## src/cmh_defs.svh

```systemverilog
// Constants for the mailbox header word block
// Assumes inclusion by bare name from the header block and the bench
`ifndef CMH_DEFS_SVH
`define CMH_DEFS_SVH
`define CMH_HDR_OFFSET   12'h080
`define CMH_BIT_FDF      31
`define CMH_BIT_BRS      30
`define CMH_BIT_ESI      29
`define CMH_BIT_RSV_HI   28
`define CMH_CODE_HI      27
`define CMH_CODE_LO      24
`define CMH_BIT_RSV_LO   23
`define CMH_BIT_SRR      22
`define CMH_BIT_IDE      21
`define CMH_BIT_RTR      20
`define CMH_DLC_HI       19
`define CMH_DLC_LO       16
`define CMH_TS_HI        15
`define CMH_HDR_RESET    32'h0000_0000
`define CMH_WRITE_MASK   32'hEF7F_0000
`define CMH_CODE_RX_EMPTY   4'h4
`define CMH_CODE_RX_FULL    4'h2
`define CMH_CODE_RX_OVERRUN 4'h6
`define CMH_CODE_TX_DATA    4'hC
`define CMH_CODE_TX_INACT   4'h8
`define CMH_FIFO_WIDTH   32
`define CMH_FIFO_DEPTH   8
`endif

```

## src/cmh_pkg.sv

```systemverilog
// Types for the mailbox header word block
// Assumes nothing beyond a SystemVerilog compiler
package cmh_pkg;
  typedef enum logic [1:0] {
    CMH_TX_OK,
    CMH_TX_ARB_LOSS,
    CMH_TX_BIT_ERR
  } cmh_bit_result_type;
endpackage

```

## src/cmh_fifo_if.sv

```systemverilog
// Valid/ready word channel between the header block and its FIFO
// Assumes one clock shared by both ends
`timescale 1ns/1ps
interface cmh_fifo_if #(parameter int WIDTH = 32);
  logic             valid;
  logic             ready;
  logic [WIDTH-1:0] data;
  modport src (output valid, output data, input ready);
  modport snk (input valid, input data, output ready);
endinterface

```

## src/cmh_fifo.sv

```systemverilog
// Synchronous FIFO with valid/ready on both sides
// Assumes one clock and asynchronous active-high reset
`timescale 1ns/1ps
module cmh_fifo #(
  parameter int WIDTH = 32,
  parameter int DEPTH = 8
) (
  input  wire logic i_core_clk,
  input  wire logic i_rst,
  cmh_fifo_if.snk   wr,
  cmh_fifo_if.src   rd
);
  localparam int AW = $clog2(DEPTH);
  logic [WIDTH-1:0] mem_q [DEPTH];
  logic [AW-1:0]    wp_q;
  logic [AW-1:0]    rp_q;
  logic [AW:0]      cnt_q;
  logic             push;
  logic             pop;

  assign wr.ready = (cnt_q != (AW+1)'(DEPTH));
  assign rd.valid = (cnt_q != '0);
  assign rd.data  = mem_q[rp_q];
  assign push     = wr.valid && wr.ready;
  assign pop      = rd.valid && rd.ready;

  always_ff @(posedge i_core_clk) begin
    if (push) begin
      mem_q[wp_q] <= wr.data;
    end
  end

  always_ff @(posedge i_core_clk or posedge i_rst) begin
    if (i_rst) begin
      wp_q  <= '0;
      rp_q  <= '0;
      cnt_q <= '0;
    end else begin
      if (push) begin
        wp_q <= (wp_q == AW'(DEPTH-1)) ? '0 : wp_q + 1'b1;
      end
      if (pop) begin
        rp_q <= (rp_q == AW'(DEPTH-1)) ? '0 : rp_q + 1'b1;
      end
      cnt_q <= cnt_q + (AW+1)'(push) - (AW+1)'(pop);
    end
  end

  AST_FIFO_NO_OVERFLOW: assert property (@(posedge i_core_clk) disable iff (i_rst)
    cnt_q <= (AW+1)'(DEPTH)) else $error("FIFO count above depth");
endmodule // cmh_fifo

```

## src/cmh_dlc_map.sv

```systemverilog
// Maps a four-bit length code to its payload size in bytes
// Assumes a purely combinational use
`timescale 1ns/1ps
module cmh_dlc_map (
  input  wire logic [3:0] i_dlc,
  output logic      [6:0] o_bytes
);
  always_comb begin
    case (i_dlc)
      4'h9:    o_bytes = 7'h0C;
      4'hA:    o_bytes = 7'h10;
      4'hB:    o_bytes = 7'h14;
      4'hC:    o_bytes = 7'h18;
      4'hD:    o_bytes = 7'h20;
      4'hE:    o_bytes = 7'h30;
      4'hF:    o_bytes = 7'h40;
      default: o_bytes = {3'h0, i_dlc};
    endcase
  end
endmodule // cmh_dlc_map

```

## src/cmh_header.sv

```systemverilog
// Mailbox header word zero: CPU port, engine port, timestamp counter
// Assumes engine strobes are on i_core_clk; CPU reads are drained via FIFO
`timescale 1ns/1ps
`include "cmh_defs.svh"
module cmh_header (
  input  wire logic        i_core_clk,
  input  wire logic        i_rst,
  input  wire logic        i_cpu_sel,
  input  wire logic        i_cpu_wr,
  input  wire logic [11:0] i_cpu_addr,
  input  wire logic [31:0] i_cpu_wdata,
  input  wire logic        i_cpu_rd_ready,
  output logic             o_cpu_rd_valid,
  output logic      [31:0] o_cpu_rdata,
  output logic             o_cpu_ready,
  input  wire logic        i_cpu_serviced,
  input  wire logic        i_rx_store,
  input  wire logic [11:0] i_rx_flags,
  input  wire logic        i_tx_done,
  input  wire logic        i_id_start,
  input  wire logic        i_error_passive,
  input  wire logic        i_chk_srr,
  input  wire logic        i_chk_rtr,
  input  wire logic        i_bus_bit,
  output logic             o_tx_esi_bit,
  output logic             o_tx_esi_present,
  output logic             o_tx_remote,
  output logic      [6:0]  o_tx_payload_bytes,
  output logic             o_rx_match_enable,
  output logic             o_rx_accept_remote,
  output logic             o_arb_loss,
  output logic             o_bit_error,
  output logic      [15:0] o_timestamp
);
  logic [31:0] hdr_q;
  logic [15:0] ts_q;
  logic        unread_q;
  logic        arb_loss_q;
  logic        bit_err_q;
  logic        hit;
  logic        cpu_wr_acc;
  logic        cpu_rd_acc;
  logic [3:0]  code;
  logic [3:0]  code_d;
  logic [6:0]  dlc_bytes;
  cmh_pkg::cmh_bit_result_type chk_res;
  localparam logic [31:0] WR_MASK = `CMH_WRITE_MASK;

  cmh_fifo_if #(.WIDTH(`CMH_FIFO_WIDTH)) rd_in ();
  cmh_fifo_if #(.WIDTH(`CMH_FIFO_WIDTH)) rd_out ();

  assign hit  = i_cpu_sel && (i_cpu_addr == `CMH_HDR_OFFSET);
  assign code = hdr_q[`CMH_CODE_HI:`CMH_CODE_LO];
  // Reads stall when the return FIFO is full
  assign o_cpu_ready = i_cpu_wr || rd_in.ready;
  assign cpu_wr_acc  = hit && i_cpu_wr;
  assign cpu_rd_acc  = hit && !i_cpu_wr && rd_in.ready;

  assign rd_in.valid  = cpu_rd_acc;
  assign rd_in.data   = hdr_q;
  assign rd_out.ready = i_cpu_rd_ready;
  assign o_cpu_rd_valid = rd_out.valid;
  assign o_cpu_rdata    = rd_out.data;

  cmh_fifo #(.WIDTH(`CMH_FIFO_WIDTH), .DEPTH(`CMH_FIFO_DEPTH)) u_rd_fifo (
    .i_core_clk (i_core_clk),
    .i_rst      (i_rst),
    .wr         (rd_in.snk),
    .rd         (rd_out.src)
  );

  // Free-running counter, wraps with no flag
  always_ff @(posedge i_core_clk or posedge i_rst) begin
    if (i_rst) begin
      ts_q <= 16'h0000;
    end else begin
      ts_q <= ts_q + 16'h0001;
    end
  end
  assign o_timestamp = ts_q;

  // Next code from engine events; engine wins over a same-cycle CPU write
  always_comb begin
    code_d = code;
    if (cpu_wr_acc) begin
      code_d = i_cpu_wdata[`CMH_CODE_HI:`CMH_CODE_LO];
    end
    if (i_rx_store && !code[0]) begin
      case (code)
        `CMH_CODE_RX_EMPTY:   code_d = `CMH_CODE_RX_FULL;
        `CMH_CODE_RX_FULL:    code_d = unread_q ? `CMH_CODE_RX_OVERRUN
                                                : `CMH_CODE_RX_FULL;
        `CMH_CODE_RX_OVERRUN: code_d = unread_q ? `CMH_CODE_RX_OVERRUN
                                                : `CMH_CODE_RX_FULL;
        default:              code_d = code;
      endcase
    end
    if (i_tx_done && code == `CMH_CODE_TX_DATA) begin
      code_d = `CMH_CODE_TX_INACT;
    end
  end

  always_ff @(posedge i_core_clk or posedge i_rst) begin
    if (i_rst) begin
      hdr_q <= `CMH_HDR_RESET;
    end else begin
      if (cpu_wr_acc) begin
        // Timestamp and reserved bits are masked from CPU writes
        hdr_q[31:16] <= i_cpu_wdata[31:16] & WR_MASK[31:16];
      end
      if (i_rx_store && !code[0]) begin
        hdr_q[`CMH_BIT_FDF:`CMH_BIT_ESI]  <= i_rx_flags[11:9];
        hdr_q[`CMH_BIT_SRR:`CMH_BIT_RTR]  <= i_rx_flags[8:6];
        hdr_q[`CMH_DLC_HI:`CMH_DLC_LO]    <= i_rx_flags[3:0];
      end
      hdr_q[`CMH_CODE_HI:`CMH_CODE_LO] <= code_d;
      if (i_id_start) begin
        hdr_q[`CMH_TS_HI:0] <= ts_q;
      end
    end
  end

  // Tracks whether the CPU has serviced the stored frame
  always_ff @(posedge i_core_clk or posedge i_rst) begin
    if (i_rst) begin
      unread_q <= 1'b0;
    end else if (i_rx_store && !code[0]) begin
      unread_q <= 1'b1;
    end else if (i_cpu_serviced) begin
      unread_q <= 1'b0;
    end
  end

  // Transmit-side and receive-side views of the word
  assign o_tx_esi_present = hdr_q[`CMH_BIT_FDF];
  assign o_tx_esi_bit     = i_error_passive;
  assign o_tx_remote      = hdr_q[`CMH_BIT_RTR] && !hdr_q[`CMH_BIT_FDF];
  assign o_rx_accept_remote = hdr_q[`CMH_BIT_RTR];
  assign o_rx_match_enable  = !code[0] && !code[3] && (code != 4'h0);

  cmh_dlc_map u_dlc (
    .i_dlc   (hdr_q[`CMH_DLC_HI:`CMH_DLC_LO]),
    .o_bytes (dlc_bytes)
  );
  assign o_tx_payload_bytes = o_tx_remote ? 7'h00 : dlc_bytes;

  // Compare sent bit against bus; recessive is 1
  always_comb begin
    chk_res = cmh_pkg::CMH_TX_OK;
    if (i_chk_srr && hdr_q[`CMH_BIT_IDE] && !i_bus_bit) begin
      chk_res = cmh_pkg::CMH_TX_ARB_LOSS;
    end else if (i_chk_rtr) begin
      if (hdr_q[`CMH_BIT_RTR] && !i_bus_bit) begin
        chk_res = cmh_pkg::CMH_TX_ARB_LOSS;
      end else if (!hdr_q[`CMH_BIT_RTR] && i_bus_bit) begin
        chk_res = cmh_pkg::CMH_TX_BIT_ERR;
      end
    end
  end

  always_ff @(posedge i_core_clk or posedge i_rst) begin
    if (i_rst) begin
      arb_loss_q <= 1'b0;
      bit_err_q  <= 1'b0;
    end else begin
      arb_loss_q <= (chk_res == cmh_pkg::CMH_TX_ARB_LOSS);
      bit_err_q  <= (chk_res == cmh_pkg::CMH_TX_BIT_ERR);
    end
  end
  assign o_arb_loss  = arb_loss_q;
  assign o_bit_error = bit_err_q;

  // Mailbox code transitions
  AST_EMPTY_TO_FULL: assert property (
    @(posedge i_core_clk) disable iff (i_rst)
    i_rx_store && code == `CMH_CODE_RX_EMPTY && !i_tx_done |=>
    code == `CMH_CODE_RX_FULL) else $error("Empty store not full");
  AST_OVERRUN: assert property (
    @(posedge i_core_clk) disable iff (i_rst)
    i_rx_store && code == `CMH_CODE_RX_FULL && unread_q |=>
    code == `CMH_CODE_RX_OVERRUN) else $error("Overrun missed");
  AST_FULL_AGAIN: assert property (
    @(posedge i_core_clk) disable iff (i_rst)
    i_rx_store && code == `CMH_CODE_RX_OVERRUN && !unread_q |=>
    code == `CMH_CODE_RX_FULL) else $error("Serviced store not full");
  AST_TX_RETURN: assert property (
    @(posedge i_core_clk) disable iff (i_rst)
    i_tx_done && code == `CMH_CODE_TX_DATA |=>
    code == `CMH_CODE_TX_INACT) else $error("Tx code not inactive");
  AST_BUSY_HOLD: assert property (
    @(posedge i_core_clk) disable iff (i_rst)
    code[0] && !cpu_wr_acc && !i_tx_done |=>
    $stable(hdr_q[31:16])) else $error("Busy mailbox changed");
  AST_BUSY_NOMATCH: assert property (
    @(posedge i_core_clk) disable iff (i_rst)
    code[0] |->
    !o_rx_match_enable) else $error("Busy mailbox matches");
  AST_CPU_WRITE: assert property (
    @(posedge i_core_clk) disable iff (i_rst)
    cpu_wr_acc && !i_rx_store && !i_tx_done |=>
    {hdr_q[31:16], 16'h0000} == ($past(i_cpu_wdata) & WR_MASK)) else $error("Write lost");

  // Stored frame fields; flag layout of the engine port, unused bits masked
  AST_RX_FLAGS: assert property (
    @(posedge i_core_clk) disable iff (i_rst)
    i_rx_store && !code[0] |=> ({hdr_q[31:29], hdr_q[22:20], 2'h0, hdr_q[19:16]}
    == ($past(i_rx_flags) & 12'hFCF))) else $error("Received fields not stored");
  AST_RSV_ZERO: assert property (
    @(posedge i_core_clk) disable iff (i_rst)
    !hdr_q[`CMH_BIT_RSV_HI] &&
    !hdr_q[`CMH_BIT_RSV_LO]) else $error("Reserved bit set");

  // Timestamp capture and counter
  AST_TS_CAPTURE: assert property (
    @(posedge i_core_clk) disable iff (i_rst)
    i_id_start |=>
    hdr_q[15:0] == $past(ts_q)) else $error("Timestamp wrong");
  AST_TS_READONLY: assert property (
    @(posedge i_core_clk) disable iff (i_rst)
    !i_id_start |=>
    $stable(hdr_q[15:0])) else $error("Timestamp changed without capture");
  AST_TS_WRAP: assert property (
    @(posedge i_core_clk) disable iff (i_rst)
    ts_q == 16'hFFFF |=>
    ts_q == 16'h0000) else $error("Counter no wrap");
  AST_TS_COUNT: assert property (
    @(posedge i_core_clk) disable iff (i_rst)
    ts_q != 16'hFFFF |=>
    ts_q == $past(ts_q) + 16'h0001) else $error("Counter skipped");

  // Transmit-side views
  AST_ESI_ABSENT: assert property (
    @(posedge i_core_clk) disable iff (i_rst)
    !hdr_q[`CMH_BIT_FDF] |->
    !o_tx_esi_present) else $error("ESI in classical");
  AST_REMOTE_NODATA: assert property (
    @(posedge i_core_clk) disable iff (i_rst)
    o_tx_remote |->
    o_tx_payload_bytes == 7'h00) else $error("Remote has data");
  AST_PAYLOAD_SMALL: assert property (
    @(posedge i_core_clk) disable iff (i_rst)
    !o_tx_remote && hdr_q[`CMH_DLC_HI:`CMH_DLC_LO] <= 4'h8 |->
    o_tx_payload_bytes == {3'h0, hdr_q[`CMH_DLC_HI:`CMH_DLC_LO]}) else $error("Short length");
  AST_PAYLOAD_MAX: assert property (
    @(posedge i_core_clk) disable iff (i_rst)
    !o_tx_remote && hdr_q[`CMH_DLC_HI:`CMH_DLC_LO] == 4'hF |->
    o_tx_payload_bytes == 7'h40) else $error("Longest length wrong");

  // Sent bit against bus bit
  AST_RTR_BITERR: assert property (
    @(posedge i_core_clk) disable iff (i_rst)
    i_chk_rtr && !i_chk_srr && !hdr_q[`CMH_BIT_RTR] && i_bus_bit |=>
    o_bit_error) else $error("RTR bit error missed");
  AST_RTR_ARBLOSS: assert property (
    @(posedge i_core_clk) disable iff (i_rst)
    i_chk_rtr && !i_chk_srr && hdr_q[`CMH_BIT_RTR] && !i_bus_bit |=>
    o_arb_loss) else $error("RTR arbitration loss missed");
  AST_RTR_MATCH: assert property (
    @(posedge i_core_clk) disable iff (i_rst)
    i_chk_rtr && !i_chk_srr && (hdr_q[`CMH_BIT_RTR] == i_bus_bit) |=>
    !o_arb_loss && !o_bit_error) else $error("RTR match flagged");
  AST_SRR_ARBLOSS: assert property (
    @(posedge i_core_clk) disable iff (i_rst)
    i_chk_srr && hdr_q[`CMH_BIT_IDE] && !i_bus_bit |=>
    o_arb_loss) else $error("SRR arbitration loss missed");
  AST_SRR_STD: assert property (
    @(posedge i_core_clk) disable iff (i_rst)
    i_chk_srr && !i_chk_rtr && !hdr_q[`CMH_BIT_IDE] |=>
    !o_arb_loss && !o_bit_error) else $error("SRR checked in standard frame");
  AST_CHECK_IDLE: assert property (
    @(posedge i_core_clk) disable iff (i_rst)
    !i_chk_srr && !i_chk_rtr |=>
    !o_arb_loss && !o_bit_error) else $error("Check result without check");

  COV_STORE_FULL: cover property (@(posedge i_core_clk) disable iff (i_rst)
    i_rx_store && code == `CMH_CODE_RX_EMPTY);
  COV_OVERRUN: cover property (@(posedge i_core_clk) disable iff (i_rst)
    i_rx_store && code == `CMH_CODE_RX_FULL && unread_q);
  COV_TX_DONE: cover property (@(posedge i_core_clk) disable iff (i_rst)
    i_tx_done && code == `CMH_CODE_TX_DATA);
  COV_ARB_LOSS: cover property (@(posedge i_core_clk) disable iff (i_rst)
    o_arb_loss);
  COV_BIT_ERR: cover property (@(posedge i_core_clk) disable iff (i_rst)
    o_bit_error);
endmodule // cmh_header

```

## config.mk

```make
export PLATFORM = sky130hd
export DESIGN_NAME = cmh_header
export DESIGN_NICKNAME = d
export VERILOG_FILES = /design/src/cmh_pkg.sv /design/src/cmh_fifo_if.sv /design/src/cmh_fifo.sv /design/src/cmh_dlc_map.sv /design/src/cmh_header.sv
export VERILOG_INCLUDE_DIRS = /design/src
export SDC_FILE = /design/constraint.sdc
export NUM_CORES = 1
export LEC_CHECK = 0
export BUFFER_PORTS_ARGS = -buffer_cell sky130_fd_sc_hd__buf_2
export CAP_MARGIN = 20
export CORE_AREA = 2 2 166 168
export CTS_BUF_LIST = sky130_fd_sc_hd__clkbuf_8
export CTS_CLUSTER_SIZE = 14
export DETAILED_ROUTE_END_ITERATION = 16
export DIE_AREA = 0 0 168 170
export PLACE_DENSITY = 0.73
export SETUP_SLACK_MARGIN = 0.15
export SYNTH_ARGS = -nofsm -noshare
export SYNTH_HDL_FRONTEND = slang
export SYNTH_SLANG_ARGS = --single-unit
```

## constraint.sdc

```tcl
create_clock -name i_core_clk -period 3 [get_ports i_core_clk]
set_input_delay 0.15 -clock i_core_clk [delete_from_list [all_inputs] [get_ports i_core_clk]]
set_output_delay 0.15 -clock i_core_clk [all_outputs]
set_load 0.01 [all_outputs]
```

After elaboration in Yosys (flattened, before gate mapping)
Memories as Yosys holds them, arrays and structs flattened.
Cells that the tools add are included.
{"block": "totals", "regBits": 59, "in_bits": 69, "ram_bits": 240, "mem_count": 1, "wordCells": 83, "out_inout_bits": 64}
{"memory": "u_rd_fifo.mem_q", "depth": 8, "width": 30, "read_ports": 1, "rd_ports_with_merged_regs": 0, "write_ports": 1, "line_no": "cmh_fifo.sv:14", "source": "logic [WIDTH-1:0] mem_q [DEPTH];"}
{"block": "classes", "eq_ne": 18, "mux": 20, "n_reduce_logical": 29, "n_addsub": 5}
{"cell": "7-bit one-hot mux with 7 select lines", "count": 1}
{"cell": "4-bit == test (second input constant)", "count": 8}
{"cell": "16-bit by 1-bit adder with 16-bit output (second input constant)", "count": 1}
{"cell": "16-bit 2-to-1 mux", "count": 1}
{"cell": "1-bit logical AND", "count": 15}
{"cell": "7-bit 2-to-1 mux", "count": 2}
{"cell": "12-bit by 8-bit == test with 1-bit output (second input constant)", "count": 1}
{"cell": "3-bit 2-to-1 mux", "count": 4}
{"cell": "4-bit 2-to-1 mux", "count": 3}
{"cell": "4-bit by 3-bit == test with 1-bit output (second input constant)", "count": 2}
{"cell": "2-bit 2-to-1 mux", "count": 4}
{"cell": "4-bit one-hot mux with 2 select lines", "count": 1}
{"cell": "4-bit nonzero test", "count": 2}
{"cell": "3-bit by 1-bit adder with 3-bit output (second input constant)", "count": 2}
{"cell": "3-bit == test (second input constant)", "count": 2}
{"cell": "1-bit zero test", "count": 6}
{"cell": "4-bit by 1-bit adder with 4-bit output", "count": 1}
{"cell": "4-bit by 2-bit == test with 1-bit output (second input constant)", "count": 1}
{"cell": "1-bit 2-to-1 mux", "count": 4}
{"cell": "4-bit by 2-bit != test with 1-bit output (second input constant)", "count": 1}
{"cell": "4-bit != test (second input constant)", "count": 1}
{"cell": "2-bit nonzero test", "count": 2}
{"cell": "4-bit by 1-bit subtractor with 4-bit output", "count": 1}
{"cell": "3-bit nonzero test", "count": 1}
{"cell": "5 further kinds", "count": 5}

Logic depth before layout (Yosys ltp)
{"block": "depth", "depth_word": 7, "mapped_depth": 11, "mapped_depth_nobuf": 11}

Modules after synthesis
From an unflattened synthesis, not the netlist that was laid out.
{"block": "unflattened", "cells_unflattened": 641, "hier_area_um2": 12550.8}
{"module": "cmh_fifo", "n_inst": 1, "area_each_um2": 10232.3, "seq_area_each_um2": 7937.6, "cells_per_inst": 427}
{"module": "cmh_header", "n_inst": 1, "area_each_um2": 2244.7, "seq_area_each_um2": 1226.2, "cells_per_inst": 203}
{"module": "cmh_dlc_map", "n_inst": 1, "area_each_um2": 73.8, "seq_area_each_um2": 0.0, "cells_per_inst": 11}

Worst setup path after synthesis
OpenSTA, ideal clock, no wires.
{"block": "synth_timing", "path_kind": "register to register", "from": "register u_rd_fifo.cnt_q[2]", "to": "memory u_rd_fifo.mem_q[4][0] in the netlist's numbering, enable pin", "t_required_ns": 2.610, "stages_incl_launch_ff": 8, "period_less_slack_ns": 2.460, "slack_ns": 0.540, "n_path_buf": 1, "setup_ns": 0.390, "arrival_ns": 2.070, "cell_sequence": "dfrtp_1 > inv_1 > ha_1 > or3b_1 > nand4_1 > nor4_4 > buf_6 > and4bb_1"}
{"block": "synth_via", "elab_chain_len": 5}
{"item": "start: declaration", "line_no": "cmh_fifo.sv:17", "source": "logic [AW:0] cnt_q;"}
{"item": "start signal: assignment", "line_no": "cmh_fifo.sv:45", "source": "cnt_q <= cnt_q + (AW+1)'(push) - (AW+1)'(pop);"}
{"item": "4-bit != test (*)", "line_no": "cmh_fifo.sv:21", "source": "assign wr.ready = (cnt_q != (AW+1)'(DEPTH));"}
{"item": "1-bit logical AND", "line_no": "cmh_header.sv:57", "source": "assign cpu_rd_acc = hit && !i_cpu_wr && rd_in.ready;"}
{"item": "1-bit logical AND (*)", "line_no": "cmh_fifo.sv:24", "source": "assign push = wr.valid && wr.ready;"}
{"item": "net u_rd_fifo.push", "line_no": "cmh_fifo.sv:18", "source": "logic push;"}
{"item": "1-bit 2-to-1 mux (*)", "line_no": "cmh_fifo.sv:28", "source": "if (push) begin"}
{"item": "1-bit 2-to-1 mux (implied by the code) (*)", "line_no": "cmh_fifo.sv:29", "source": "mem_q[wp_q] <= wr.data;"}
{"item": "end: declaration", "line_no": "cmh_fifo.sv:14"}
Mark *: on every way through the listed nets, which the timed path passes. The rest lies on a longest branch.

Worst setup path after layout
{"block": "layout_timing", "from": "register u_rd_fifo.rp_q[0]", "to": "output o_cpu_rdata[14]"}
{"block": "layout_via", "elab_chain_len": 1}
{"item": "start: declaration", "line_no": "cmh_fifo.sv:16", "source": "logic [AW-1:0] rp_q;"}
{"item": "start signal: assignment", "line_no": "cmh_fifo.sv:43", "source": "rp_q <= (rp_q == AW'(DEPTH-1)) ? '0 : rp_q + 1'b1;"}
{"item": "memory 8 x 30 bit"}
{"item": "end: declaration", "line_no": "cmh_header.sv:14", "source": "output logic [31:0] o_cpu_rdata,"}
No other way between the ends.

==> run_results.csv <==
group,metric,value,unit
outcome,outcome,"finished, final reports clean",
synth,ys_warn_count,0,
pwr,ir_worst_vdd,0.000432,V
sta,relSlewSlack,0.525,
floorplanning,dieWidth,168,um
critical_path,worst_path_cell_chain,"buf_4 > mux4_2 > mux2_2 > buf_2",
global_route,grt_max_degree,39,
drt,post_drt_wl_per_cell,19.7,um
global_route,global_route_wire_length_before_repair,35200,um
synth,asyncSetResetFlopFracSynth,0.197,
run,maxCapViolations,0,
layout,fraction_of_final_layout_cells_sized_beyond_drive_strength_1,0.381,
drt,detail_route.wirelength,22700,um
cts,cts.root.buffer_cell,"sky130_fd_sc_hd__clkbuf_8",
synth,synth_top_cell_by_area,"sky130_fd_sc_hd__edfxtp_1",
pwr,power_per_cell_area,749,nW/um2
sta,timing.final.setup_violations,0,
synth,synth-seq-cells,299,
critical_path,worstSetupPathType,"reg2out",
layout,layout.cells.most_common_list,"sky130_fd_sc_hd__edfxtp_1, sky130_fd_sc_hd__buf_2, sky130_fd_sc_hd__mux4_2",
layout,insertedDiodeCount,0,
synth,mapped_avg_cell_area,20.3,um2
floorplanning,die_area,28600,um2
synth,synthesis.area,11900,um2
critical_path,timing.critical_path.slowest_stage_cell,"sky130_fd_sc_hd__dfrtp_4",
placement,place.gp.congestion,0.736,
cts,ctsLongestPathBuffers,3,
drt,drt-pass1-iter-count,5,
synth,synthCells,587,
critical_path,crit_buf_inv,2,
drt,drt-vias-per-instance,5.23,
synth,yosys.area.top_type_share,0.606,
global_route,grt_antenna_before_repair,0,
floorplanning,chipHeight,170,um
floorplanning,start_util,0.446,
cts,cts_buffers,46,
critical_path,worst_path_dominant_cell_family,"multiplexers",
sta,final_min_period_over_clock_period,0.860,
floorplanning,fp-row-count,60,
cts,cts.clk_slew.worst_paths,0.06,ns
floorplanning,fp.coreArea,26700,um2
layout,layout.nets,854,
synth,ys.flop_type,"sky130_fd_sc_hd__edfxtp_1",
synth,yosys.cell_types.count,51,
placement,port_buffers,108,
sta,grt_setup_unrepaired,"false",
cts,worst_skew_pair.late_latency,0.55,ns
worst_hold_path,hold_path.class,"in2reg",
synth,synth-seq-area-share,0.730,
floorplanning,pin_count,133,
synth,synth_enable_flop_cells,240,
cts,cts_tree,"done",
cts,clkSinkCount,299,
sta,fmaxAchievable,388,MHz
critical_path,highest_fanout_seen_on_the_critical_path,13,
sta,worstMarginPinSlew,0.711,ns
global_route,globalRouteTotalUtil,0.161,
critical_path,timing.critical_path.to_type,"output port",
pwr,total_leakage_power,5.30,nW
synth,ys_top_cells_by_area,"sky130_fd_sc_hd__edfxtp_1, sky130_fd_sc_hd__dfrtp_1, sky130_fd_sc_hd__mux4_2, sky130_fd_sc_hd__mux2_2, sky130_fd_sc_hd__ha_1",
sta,setup-tns-final,0,ns
drt,initialDrtViolationCount,388,
sta,hold_viol_final,0,
critical_path,critical_path_arrival,2.43,ns
global_route,vias_in_the_first_global_route,6425,
layout,layout_commonest_cell,"sky130_fd_sc_hd__edfxtp_1",
layout,finalCoreUtilization,0.534,
sta,slew_viol_final,0,
global_route,grt_remaining_overflow,0,
sta,period_minus_slack,2.58,ns
critical_path,critPathMaxStageDelay,0.61,ns
critical_path,data_required_time_at_the_worst_endpoint,2.85,ns
cts,cts_max_level,2,
drt,vias,6018,
critical_path,critical_path.startpoint_type,"register",
placement,hpwl_dp,13100,um
drt,drtAntennaViolNets,0,
sta,maximum_clock_skew_at_final_layout,0.0236,ns
drt,remaining_drc_errors,0,
layout,flow.area_growth_from_synthesis,19.6,%
-- Yosys cell counts, types with 6 or more instances --
master                       n
sky130_fd_sc_hd__dfrtp_1    59
sky130_fd_sc_hd__ha_1       11
sky130_fd_sc_hd__clkbuf_1   10
sky130_fd_sc_hd__mux2_2     50
sky130_fd_sc_hd__edfxtp_1  240
sky130_fd_sc_hd__inv_1      14
sky130_fd_sc_hd__xor2_1      9
sky130_fd_sc_hd__and2_1     12
sky130_fd_sc_hd__mux4_2     58
sky130_fd_sc_hd__buf_6       9
sky130_fd_sc_hd__nand2_1    12
sky130_fd_sc_hd__a221o_1    10
sky130_fd_sc_hd__xnor2_1     8
sky130_fd_sc_hd__nand3_1     6
sky130_fd_sc_hd__nor2_1     20
-- power breakdown --
part	internal (W)	switching [W]
clock	0.00184	0.00147
combinational	0.00141	0.00122
sequential	0.00458	0.000148
total	0.00782	0.00284
-- worst paths after layout --
kind / slack [ns] / end / depth (start not counted) / start
min in group asynchronous: 0.27 / u_rd_fifo.cnt_q[1] / 3 / i_rst
max: 0.42 / o_cpu_rdata[14] / 4 / u_rd_fifo.rp_q[0]
min: 0.07 / hdr_q[27] / 3 / i_tx_done
max reg2reg: 0.54 / u_rd_fifo.mem_q[3][10] / 7 / u_rd_fifo.cnt_q[2]
min reg2reg: 0.53 / o_timestamp[6] / 1 / o_timestamp[6]
max in group asynchronous: 2.10 / hdr_q[10] / 4 / i_rst
-- timing repair --
item,CTS,global route
resized for setup,0,0
setup endpoints to repair,0,7
buffers inserted,0,1
endpoints found under the hold margin,48,0
hold buffers,34,0
-- through the flow --
stage / hold slack (ns) / worst slack (ns) / cells / total power [W] / cell area (um2)
floorplan: 0.216 / 0.540 / 588 / 0.00667 / 11900
global placement: 0.300 / 0.553 / 1031 / 0.00738 / 12900
detailed placement: 0.300 / 0.532 / 1031 / 0.00741 / 12900
CTS: 0.0304 / 0.180 / 1150 / 0.0108 / 14200
global route: 0.0670 / 0.285 / 1151 / 0.0112 / 14200
finish: 0.0661 / 0.421 / 1151 / 0.0107 / 14200
-- registers in the layout, indices dropped and copies added, names as in the netlist --
name / count
o_timestamp: 16
o_bit_error: 1
u_rd_fifo.wp_q: 3
o_arb_loss: 1
hdr_q: 30
unread_q: 1
u_rd_fifo.cnt_q: 4
u_rd_fifo.mem_q: 240
u_rd_fifo.rp_q: 3
-- tightest hold or removal path: stages --
cell and delay, ns:
sky130_fd_sc_hd__buf_2 0.10, sky130_fd_sc_hd__nand4_1 0.18, sky130_fd_sc_hd__o211ai_1 0.11
-- logic make-up (layout without fill, tap and decap cells) --
logic type / count (synthesis) / after routing / share of synthesized area
compound gates: 22 / 22 / 0.0169
xor+xnor: 17 / 17 / 0.0125
fa+ha+maj: 12 / 12 / 0.0133
buf+inv: 39 / 261 / 0.0191
flops: 299 / 299 / 0.730
mux: 114 / 114 / 0.165
other cells: 1 / 2 / 0.000315
simple gates: 83 / 83 / 0.0424
-- final cells by class --
type                       instances  area (um2)
multi-input combinational        250        2990
fill                            2018       12400
clock inverter                    30         178
clock buffer                      55         757
sequential                       299        8690
tap                              341         427
inverter                          14        52.6
timing repair buffer             162        1140
-- per-layer routing --
layer | GRT usage | wire (um)
met5 | 0 | 0
met4 | 0.0544 | 452
met3 | 0.0309 | 1120
met2 | 0.273 | 11500
met1 | 0.212 | 9620
Note: power is estimated with default switching activity, not from simulation.
